File: config.mk
export PLATFORM = sky130hd
export DESIGN_NAME = rssi_top
export DESIGN_NICKNAME = d
export VERILOG_FILES = /design/src/rtl/rssi_pkg.sv /design/src/rtl/rssi_top.sv
export SDC_FILE = /design/constraint.sdc
export NUM_CORES = 1
export LEC_CHECK = 0
export BUFFER_PORTS_ARGS = -buffer_cell sky130_fd_sc_hd__buf_4
export CORE_MARGIN = 2
export CORE_UTILIZATION = 45
export CTS_BUF_LIST = sky130_fd_sc_hd__clkbuf_4 sky130_fd_sc_hd__clkbuf_8 sky130_fd_sc_hd__clkbuf_16
export CTS_CLUSTER_DIAMETER = 150
export DETAILED_ROUTE_END_ITERATION = 8
export GPL_TIMING_DRIVEN = 0
export PLACE_DENSITY_LB_ADDON = 0.2
export SLEW_MARGIN = 40
export SYNTH_ARGS = -nofsm -noshare
export SYNTH_HDL_FRONTEND = slang
export SYNTH_SLANG_ARGS = --single-unit
File: constraint.sdc
create_clock -name clk -period 4.8 [get_ports clk]
set_input_delay 0.48 -clock clk [delete_from_list [all_inputs] [get_ports clk]]
set_output_delay 0.48 -clock clk [all_outputs]
set_load 0.02 [all_outputs]
File: src/rtl/rssi_pkg.sv
// Behaviour
// - first qualified run command picks the mode
// - chosen mode holds until power removed
// - qualified start pulse latches running state
// - pump and cryocooler run outputs move together
// - stop low above 0.3 s stops, latches stopped
// - level mode runs while run level held
// - running ack follows pump running state
// - fault contact open when healthy, closed on fault
// - fault clears on button only when gone
// - switch-off closes fault contact about 2 s
// - power-up closes fault contact about 0.5 s
// - ack follows command within 0.3 s
// - run commands ignored and run outputs quiet during init
// - pulse mode restarts after short power dip
package rssi_pkg;
  localparam int CLK_KHZ = 50_000;
  localparam int PULSE_MS = 300;
  localparam int LEVEL_MS = 20;
  localparam int PWRUP_MS = 500;
  localparam int PWROFF_MS = 2000;
  localparam int INIT_MS = 5000;
  localparam int PULSE_CYC = CLK_KHZ * PULSE_MS;
  localparam int LEVEL_CYC = CLK_KHZ * LEVEL_MS;
  localparam int PWRUP_CYC = CLK_KHZ * PWRUP_MS;
  localparam int PWROFF_CYC = CLK_KHZ * PWROFF_MS;
  localparam int INIT_CYC = CLK_KHZ * INIT_MS;
  localparam int AW = 8;
  localparam int DW = 32;
  localparam logic [7:0] A_STATUS = 8'h00;
  localparam logic [7:0] A_CLEAR = 8'h04;
  localparam logic [7:0] A_ENABLE = 8'h08;
  localparam logic [7:0] A_STATE = 8'h0c;
  localparam logic [7:0] A_CTRL = 8'h10;
  localparam int EV_W = 5;
  localparam int EV_START = 0;
  localparam int EV_STOP = 1;
  localparam int EV_FAULT = 2;
  localparam int EV_MODE = 3;
  localparam int EV_PWR = 4;
  localparam int CTRL_ENA = 0;
  localparam logic CTRL_ENA_RST = 1'b1;
  localparam int NPIN = 6;
  localparam int IN_START = 0;
  localparam int IN_STOP = 1;
  localparam int IN_LEVEL = 2;
  localparam int IN_FAULT = 3;
  localparam int IN_BTN = 4;
  localparam int IN_PWR = 5;
  localparam logic [NPIN-1:0] PIN_IDLE = 6'h22;
  localparam int NCMD = 3;
  typedef enum logic [1:0] {
    MODE_NONE = 2'b00,
    MODE_PULSE = 2'b01,
    MODE_LEVEL = 2'b10
  } rssi_mode_t;
  typedef enum logic [2:0] {
    ST_INIT = 3'b000,
    ST_READY = 3'b001,
    ST_RUN = 3'b010,
    ST_PWRLOSS = 3'b011,
    ST_OFF = 3'b100
  } rssi_state_t;
endpackage : rssi_pkg

File: src/rtl/rssi_top.sv
`timescale 1ns/1ps
`default_nettype none
module rssi_top #(
  parameter int P_PULSE_CYC = rssi_pkg::PULSE_CYC,
  parameter int P_LEVEL_CYC = rssi_pkg::LEVEL_CYC,
  parameter int P_PWRUP_CYC = rssi_pkg::PWRUP_CYC,
  parameter int P_PWROFF_CYC = rssi_pkg::PWROFF_CYC,
  parameter int P_INIT_CYC = rssi_pkg::INIT_CYC
) (
  input wire logic clk,
  input wire logic rst,
  input wire logic start_in,
  input wire logic stop_in,
  input wire logic run_level_in,
  input wire logic fault_detect_in,
  input wire logic reset_button_in,
  input wire logic power_ok_in,
  input wire logic [rssi_pkg::AW-1:0] addr,
  input wire logic [rssi_pkg::DW-1:0] wr_data,
  input wire logic wr_en,
  input wire logic rd_en,
  output logic [rssi_pkg::DW-1:0] rd_data,
  output logic pump_run,
  output logic cryo_run,
  output logic running_ack_a,
  output logic running_ack_b,
  output logic fault_contact_a,
  output logic fault_contact_b,
  output logic irq
);

  generate
    if (P_PULSE_CYC < 1 || P_LEVEL_CYC < 1 || P_PWROFF_CYC < 1 ||
        P_PWRUP_CYC < 1 || P_INIT_CYC < P_PWRUP_CYC) begin : g_chk
      $error("rssi_top: bad timing parameters");
    end
  endgenerate

  //////////////////////////////////////////////////////////////////////////////
  // pin synchronisers

  logic [rssi_pkg::NPIN-1:0] pin_raw;
  logic [rssi_pkg::NPIN-1:0] sync1_r;
  logic [rssi_pkg::NPIN-1:0] sync2_r;

  assign pin_raw = {power_ok_in, reset_button_in, fault_detect_in,
                    run_level_in, stop_in, start_in};

  always_ff @(posedge clk or posedge rst) begin
    if (rst) begin
      sync1_r <= rssi_pkg::PIN_IDLE;
      sync2_r <= rssi_pkg::PIN_IDLE;
    end else begin
      sync1_r <= pin_raw;
      sync2_r <= sync1_r;
    end
  end

  //////////////////////////////////////////////////////////////////////////////
  // command qualification

  logic [rssi_pkg::NCMD-1:0] qual_r;
  logic [rssi_pkg::NCMD-1:0] qual_prev_r;

  genvar gi;
  generate
    for (gi = 0; gi < rssi_pkg::NCMD; gi++) begin : g_qual
      localparam int LIM = (gi == rssi_pkg::IN_LEVEL) ? P_LEVEL_CYC : P_PULSE_CYC;
      logic [31:0] cnt_r;
      logic bit_r;
      wire differs = sync2_r[gi] != bit_r;
      wire done = cnt_r == 32'(LIM - 1);
      assign qual_r[gi] = bit_r;
      always_ff @(posedge clk or posedge rst) begin
        if (rst) begin
          cnt_r <= '0;
          bit_r <= rssi_pkg::PIN_IDLE[gi];
        end else if (!differs) begin
          cnt_r <= '0; // glitch shorter than LIM is dropped
        end else if (done) begin
          cnt_r <= '0;
          bit_r <= sync2_r[gi];
        end else begin
          cnt_r <= cnt_r + 32'h1;
        end
      end
    end
  endgenerate

  logic btn_prev_r;

  always_ff @(posedge clk or posedge rst) begin
    if (rst) begin
      qual_prev_r <= '0;
      btn_prev_r <= 1'b0;
    end else begin
      qual_prev_r <= qual_r;
      btn_prev_r <= sync2_r[rssi_pkg::IN_BTN];
    end
  end

  wire q_start = qual_r[rssi_pkg::IN_START];
  wire q_stop = qual_r[rssi_pkg::IN_STOP];
  wire q_level = qual_r[rssi_pkg::IN_LEVEL];
  wire start_rise = q_start & ~qual_prev_r[rssi_pkg::IN_START];
  wire fault_s = sync2_r[rssi_pkg::IN_FAULT];
  wire btn_rise = sync2_r[rssi_pkg::IN_BTN] & ~btn_prev_r;
  wire pwr_ok = sync2_r[rssi_pkg::IN_PWR];

  //////////////////////////////////////////////////////////////////////////////
  // registers and state

  rssi_pkg::rssi_state_t state_r;
  rssi_pkg::rssi_state_t state_nxt;
  rssi_pkg::rssi_mode_t mode_r;
  rssi_pkg::rssi_mode_t mode_nxt;
  logic [31:0] tmr_r;
  logic [31:0] tmr_nxt;
  logic was_run_r;
  logic was_run_nxt;
  logic fault_latch_r;
  logic fault_latch_nxt;
  logic ctrl_ena_r;
  logic [rssi_pkg::EV_W-1:0] status_r;
  logic [rssi_pkg::EV_W-1:0] status_nxt;
  logic [rssi_pkg::EV_W-1:0] enable_r;
  logic [rssi_pkg::EV_W-1:0] ev;

  wire ena = ctrl_ena_r;
  wire mode_none = mode_r == rssi_pkg::MODE_NONE;
  wire is_pulse = mode_r == rssi_pkg::MODE_PULSE;
  wire is_level = mode_r == rssi_pkg::MODE_LEVEL;
  wire go_pulse = ena & start_rise & ~fault_latch_r & (mode_none | is_pulse);
  wire go_level = ena & q_level & ~fault_latch_r & (mode_none | is_level);
  wire stop_cond = fault_latch_r | (is_pulse & ~q_stop) | (is_level & ~q_level);
  wire init_done = tmr_r >= 32'(P_INIT_CYC - 1);
  wire off_done = tmr_r >= 32'(P_PWROFF_CYC - 1);

  //////////////////////////////////////////////////////////////////////////////
  // main sequencer

  always_comb begin
    state_nxt = state_r;
    mode_nxt = mode_r;
    was_run_nxt = was_run_r;
    case (state_r)
      rssi_pkg::ST_INIT: begin
        if (init_done) begin
          state_nxt = rssi_pkg::ST_READY;
        end
      end
      rssi_pkg::ST_READY: begin
        if (go_pulse) begin
          state_nxt = rssi_pkg::ST_RUN;
          mode_nxt = rssi_pkg::MODE_PULSE;
        end else if (go_level) begin
          state_nxt = rssi_pkg::ST_RUN;
          mode_nxt = rssi_pkg::MODE_LEVEL;
        end
      end
      rssi_pkg::ST_RUN: begin
        if (stop_cond) begin
          state_nxt = rssi_pkg::ST_READY;
        end
      end
      rssi_pkg::ST_PWRLOSS: begin
        if (pwr_ok) begin
          state_nxt = (was_run_r && is_pulse) ? rssi_pkg::ST_RUN : rssi_pkg::ST_READY;
        end else if (off_done) begin
          state_nxt = rssi_pkg::ST_OFF;
        end
      end
      rssi_pkg::ST_OFF: begin
        if (pwr_ok) begin
          state_nxt = rssi_pkg::ST_INIT;
          mode_nxt = rssi_pkg::MODE_NONE;
        end
      end
      default: begin
        state_nxt = rssi_pkg::ST_INIT;
      end
    endcase
    if (!pwr_ok && state_r != rssi_pkg::ST_PWRLOSS && state_r != rssi_pkg::ST_OFF) begin
      state_nxt = rssi_pkg::ST_PWRLOSS;
      was_run_nxt = state_r == rssi_pkg::ST_RUN;
    end
  end

  assign tmr_nxt = (state_nxt != state_r) ? 32'h0 : tmr_r + 32'h1;
  assign fault_latch_nxt = fault_s | (fault_latch_r & ~(btn_rise & ~fault_s));

  wire run_nxt = state_nxt == rssi_pkg::ST_RUN;
  wire pwrup_win = state_nxt == rssi_pkg::ST_INIT && tmr_nxt < 32'(P_PWRUP_CYC);
  wire pwroff_win = state_nxt == rssi_pkg::ST_PWRLOSS;
  wire fault_close_nxt = fault_latch_nxt | pwrup_win | pwroff_win;

  always_ff @(posedge clk or posedge rst) begin
    if (rst) begin
      state_r <= rssi_pkg::ST_INIT;
      mode_r <= rssi_pkg::MODE_NONE;
      tmr_r <= '0;
      was_run_r <= 1'b0;
      fault_latch_r <= 1'b0;
    end else begin
      state_r <= state_nxt;
      mode_r <= mode_nxt;
      tmr_r <= tmr_nxt;
      was_run_r <= was_run_nxt;
      fault_latch_r <= fault_latch_nxt;
    end
  end

  //////////////////////////////////////////////////////////////////////////////
  // contact outputs

  always_ff @(posedge clk or posedge rst) begin
    if (rst) begin
      pump_run <= 1'b0;
      cryo_run <= 1'b0;
      running_ack_a <= 1'b0;
      running_ack_b <= 1'b0;
      fault_contact_a <= 1'b0;
      fault_contact_b <= 1'b0;
    end else begin
      pump_run <= run_nxt;
      cryo_run <= run_nxt;
      running_ack_a <= run_nxt;
      running_ack_b <= run_nxt;
      fault_contact_a <= fault_close_nxt;
      fault_contact_b <= fault_close_nxt;
    end
  end

  //////////////////////////////////////////////////////////////////////////////
  // register port and interrupt

  assign ev[rssi_pkg::EV_START] = run_nxt & (state_r != rssi_pkg::ST_RUN);
  assign ev[rssi_pkg::EV_STOP] = ~run_nxt & (state_r == rssi_pkg::ST_RUN);
  assign ev[rssi_pkg::EV_FAULT] = fault_latch_nxt & ~fault_latch_r;
  assign ev[rssi_pkg::EV_MODE] = mode_none & (mode_nxt != rssi_pkg::MODE_NONE);
  assign ev[rssi_pkg::EV_PWR] = pwroff_win & (state_r != rssi_pkg::ST_PWRLOSS);

  wire wr_clr = wr_en && addr == rssi_pkg::A_CLEAR;
  wire wr_ena = wr_en && addr == rssi_pkg::A_ENABLE;
  wire wr_ctl = wr_en && addr == rssi_pkg::A_CTRL;
  wire [rssi_pkg::EV_W-1:0] clr_bits = wr_clr ? wr_data[rssi_pkg::EV_W-1:0] : '0;

  // set wins over clear
  assign status_nxt = (status_r & ~clr_bits) | ev;

  wire [rssi_pkg::DW-1:0] state_word = {26'h0, fault_latch_r,
                                         state_r, mode_r};
  wire [rssi_pkg::DW-1:0] rd_val =
    (addr == rssi_pkg::A_STATUS) ? {27'h0, status_r} :
    (addr == rssi_pkg::A_ENABLE) ? {27'h0, enable_r} :
    (addr == rssi_pkg::A_STATE) ? state_word :
    (addr == rssi_pkg::A_CTRL) ? {31'h0, ctrl_ena_r} :
    32'h0;

  always_ff @(posedge clk or posedge rst) begin
    if (rst) begin
      status_r <= '0;
      enable_r <= '0;
      ctrl_ena_r <= rssi_pkg::CTRL_ENA_RST;
      rd_data <= '0;
      irq <= 1'b0;
    end else begin
      status_r <= status_nxt;
      if (wr_ena) enable_r <= wr_data[rssi_pkg::EV_W-1:0];
      if (wr_ctl) ctrl_ena_r <= wr_data[rssi_pkg::CTRL_ENA];
      rd_data <= rd_en ? rd_val : 32'h0;
      irq <= |(status_nxt & enable_r);
    end
  end
endmodule : rssi_top
`default_nettype wire

==> impl_metrics.csv <==
group,metric,value,unit
outcome,run_status,"finished clean",
placed_design,placed_area,9740,um2
critical_path,rrSetupSlack,1.73,ns
critical_path,worst_r2r_startpoint,"tmr_r[2]",
min_path,min-delay-path-class,"in -> async",
clock_tree,cts_root_buf,"sky130_fd_sc_hd__clkbuf_16",
critical_path,timing.reg2reg.worst_path_depth,9,
power,p_switching,0.000944,W
power,switching_share,0.282,
global_route,vias_in_the_first_global_route,6359,
synthesis,syn_area,8850,um2
synthesis,post-synth-top-area-fraction,0.469,
floorplan,floorplan.die_area,20800,um2
global_route,groute.usage.overall,0.181,
routing,firstDrtPassIters,4,
timing,max_slew.worst_pin.slew,0.708,ns
routing,detail_route.wirelength,17.7,mm
power,p_int,0.00240,W
global_route,grt_remaining_overflow,0,
routing,antenna_left,0,
timing,slew_headroom,0.525,
critical_path,worst_ep_required_time,5.09,ns
floorplan,initial_utilization,0.456,
flow_run,timing.max_cap.violations,0,
synthesis,synthesis.yosys.warnings,0,
routing,drt-wirelength-per-cell,13.6,um
power,worst_ir_drop_vdd,0.000237,V
clock_tree,cts_num_sinks,172,
synthesis,leading_register_cell_type_out_of_synthesis,"sky130_fd_sc_hd__dfrtp_1",
placed_design,gpl.final_weighted_congestion,0.860,
placed_design,io_buffers,35,
critical_path,end_kind,"flop",
synthesis,yosys.cell_count.top_type,"sky130_fd_sc_hd__dfrtp_1",
power,share_seq_of_total_power,0.461,
global_route,grt_start_max_net_pins,25,
timing,finalCritPeriodShare,0.640,
floorplan,num_rows,51,
timing,layout_setup_ws,1.73,ns
global_route,grt_first_pass_wirelength,30.3,mm
cells_and_area,drive_gt1_frac,0.142,
floorplan,dieHeight,144,um
routing,route.detailed.drc,0,
synthesis,synth-compound-area-share,0.0646,
timing,finClkSkew,0.0111,ns
cells_and_area,diodes,0,
clock_tree,cts.clk_slew.worst_paths,0.07,ns
clock_tree,post_cts_buffers,0,
critical_path,cp-endpoint,"fault_contact_b",
clock_tree,clock_tree.htree_level_count,4,
synthesis,postSynthCellCount,934,
routing,route.vias.total,6743,
timing,timing.hold.ws,0.0797,ns
synthesis,asyncSetResetFlopFracSynth,1.00,
timing,finalSetupViolations,0,
synthesis,synth-edff-count,0,
timing,clock_period_minus_final_worst_setup_slack,3.07,ns
synthesis,post_synth_num_cell_types,62,
synthesis,flip_flop_and_latch_count_after_synthesis,172,
timing,setup_repair_after_global_routing_missed_its_margin,"false",
critical_path,worst_setup_path_startpoint,"tmr_r[2]",
clock_tree,post_cts_resized,0,
critical_path,cp-start-kind,"flop",
synthesis,synth_seq_area_share,0.487,
critical_path,worstSetupPathType,"reg -> reg",
timing,timing.final.max_slew_violations,0,
routing,detailedRoute.firstIterationViolations,420,
power,p_leak,4.41,nW
critical_path,worst_ep_arrival_time,3.36,ns
synthesis,synth.mux.area_fraction,0.0114,
critical_path,critical_path_peak_fanout,10,
power,power.combinational.fraction,0.143,
timing,clock.fmax,0.325,GHz
clock_tree,tritoncts.num_buffers,17,
clock_tree,cts-hold-fix-buffers,0,
synthesis,synth_common_cells,"166 x sky130_fd_sc_hd__dfrtp_1, 164 x sky130_fd_sc_hd__nor2_1, 67 x sky130_fd_sc_hd__nand2_1, 67 x sky130_fd_sc_hd__xor2_1, 61 x sky130_fd_sc_hd__nand3_1",
cells_and_area,flow.area_growth_from_synthesis,16.5,%
synthesis,synthesized_area_fraction_occupied_by_adder_cells,0.00565,
clock_tree,tritoncts_clock_tree,"built",
synthesis,post-synth-top-area-cell,"sky130_fd_sc_hd__dfrtp_1",
floorplan,die_width,144,um
synthesis,largest_family_of_logic_cells_by_synthesized_area,"simple AND/OR/NAND/NOR gates",
placed_design,dp_worst_setup_slack,1.83,ns
routing,avgViaCountPerCell,5.19,
synthesis,syn_avg_cell_area,9.48,um2
synthesis,synth_xor_xnor_area_share,0.118,
global_route,antenna_found_initial,0,
critical_path,worstReg2RegEnd,"fault_contact_b",
cells_and_area,post_layout_inst_area,10300,um2
cells_and_area,nets,1075,
power,cellPowerDensity,325,nW/um2
floorplan,io_pins,89,
floorplan,floorplan.core_area,19400,um2
power,power.clock.fraction,0.396,
placed_design,detailed_place_hpwl,12.9,mm
synthesis,synthTopCellsByArea,"sky130_fd_sc_hd__dfrtp_1 47%, sky130_fd_sc_hd__nor2_1 7.0%, sky130_fd_sc_hd__xor2_1 6.6%, sky130_fd_sc_hd__xnor2_1 5.1%, sky130_fd_sc_hd__nand3_1 3.4%",
timing,totalNegativeSetupSlack,0,ns
timing,hold_violations,0,
synthesis,post_synth_and_or_nand_nor_area_fraction,0.265,
clock_tree,latest_clock_arrival_within_the_worst_skew_pair,0.43,ns
clock_tree,cts_max_path_buffers,2,
==> cell type report <==
class | count | area (um2)
Buffer | 59 | 347
Clock buffer | 17 | 425
Tap cell | 265 | 332
Inverter | 21 | 82.6
Timing Repair Buffer | 43 | 463
Fill cell | 1770 | 9090
Sequential cell | 172 | 4310
Multi-Input combinational cell | 707 | 4210
Clock inverter | 15 | 139
==> flip-flops by register name (all words and copies together), names as in the netlist, 2 cells and up <==
register,count
enable_r,5
mode_r,2
tmr_r,32
status_r,5
sync2_r,6
g_qual.cnt_r,96
rd_data,6
sync1_r,6
g_qual.bit_r,3
state_r,3
==> worst max-delay path, cell delays in order, from the launching register on <==
cell,delay [ns]
sky130_fd_sc_hd__dfrtp_1,0.40
sky130_fd_sc_hd__nand3_1,0.14
sky130_fd_sc_hd__buf_2,0.21
sky130_fd_sc_hd__nor3_1,0.61
sky130_fd_sc_hd__nand2_1,0.22
sky130_fd_sc_hd__xnor2_1,0.31
sky130_fd_sc_hd__o211ai_1,0.16
sky130_fd_sc_hd__o21a_1,0.22
sky130_fd_sc_hd__o41a_1,0.32
sky130_fd_sc_hd__o41a_1,0.34
==> metrics by stage <==
stage,instances,power (W),util
CTS,1299,0.00339,0.531
floorplan,959,0.00189,-
global placement,1259,0.00203,0.492
global route,1299,0.00350,0.531
finish,1299,0.00335,0.531
detailed placement,1267,0.00205,0.502
==> logic make-up (layout without fill, tap and decap cells) <==
logic type	after synthesis	count (layout)
AOI/OAI and AO/OA	87	87
xor gates and xnor gates	119	119
adders and majority gates	4	4
buffers and inverters	80	155
DFF	172	172
muxes	9	9
other	1	26
and+or+nand+nor	462	462
==> power by group through the flow <==
stage | clock (W) | combinational, W | sequential (W)
floorplan | 0 | 0.000323 | 0.00157
global placement | 0 | 0.000459 | 0.00157
detailed placement | 0 | 0.000479 | 0.00157
CTS | 0.00136 | 0.000484 | 0.00154
global route | 0.00142 | 0.000537 | 0.00155
finish | 0.00133 | 0.000479 | 0.00154
==> layout by cell type (no fill, tap or decap), types with 19 or more instances in the layout <==
| cell type | n |
|---|---|
| sky130_fd_sc_hd__xnor2_1 | 52 |
| sky130_fd_sc_hd__inv_1 | 20 |
| sky130_fd_sc_hd__o21ai_0 | 21 |
| sky130_fd_sc_hd__nor2_1 | 164 |
| sky130_fd_sc_hd__conb_1 | 26 |
| sky130_fd_sc_hd__xor2_1 | 67 |
| sky130_fd_sc_hd__dfrtp_1 | 166 |
| sky130_fd_sc_hd__nor3_1 | 20 |
| sky130_fd_sc_hd__nand2_1 | 67 |
| sky130_fd_sc_hd__nand4_1 | 32 |
| sky130_fd_sc_hd__nand3_1 | 61 |
| sky130_fd_sc_hd__a21oi_1 | 23 |
| sky130_fd_sc_hd__nor4_1 | 19 |
| sky130_fd_sc_hd__buf_4 | 65 |
| sky130_fd_sc_hd__and3_1 | 24 |
==> routing by layer <==
layer	GRT usage	up-vias	routed length (um)
met4	0.0644	0	363
met3	0.0361	24	732
met5	0	-	0
met2	0.277	152	7890
li1	-	3357	-
met1	0.258	3210	8720
==> how the worst min path moves through the flow <==
stage | start | end | slack [ns] | cells after the start
floorplan | sync1_r[0] | sync2_r[0] | 0.33 | 0
global route | rst | tmr_r[28] | 0.1 | 2
global placement | sync1_r[3] | sync2_r[3] | 0.33 | 0
detailed placement | sync1_r[0] | sync2_r[0] | 0.34 | 0
CTS | rst | tmr_r[27] | 0.08 | 2
finish | rst | tmr_r[14] | 0.08 | 2
No activity file was read; power rests on OpenSTA's default activity.
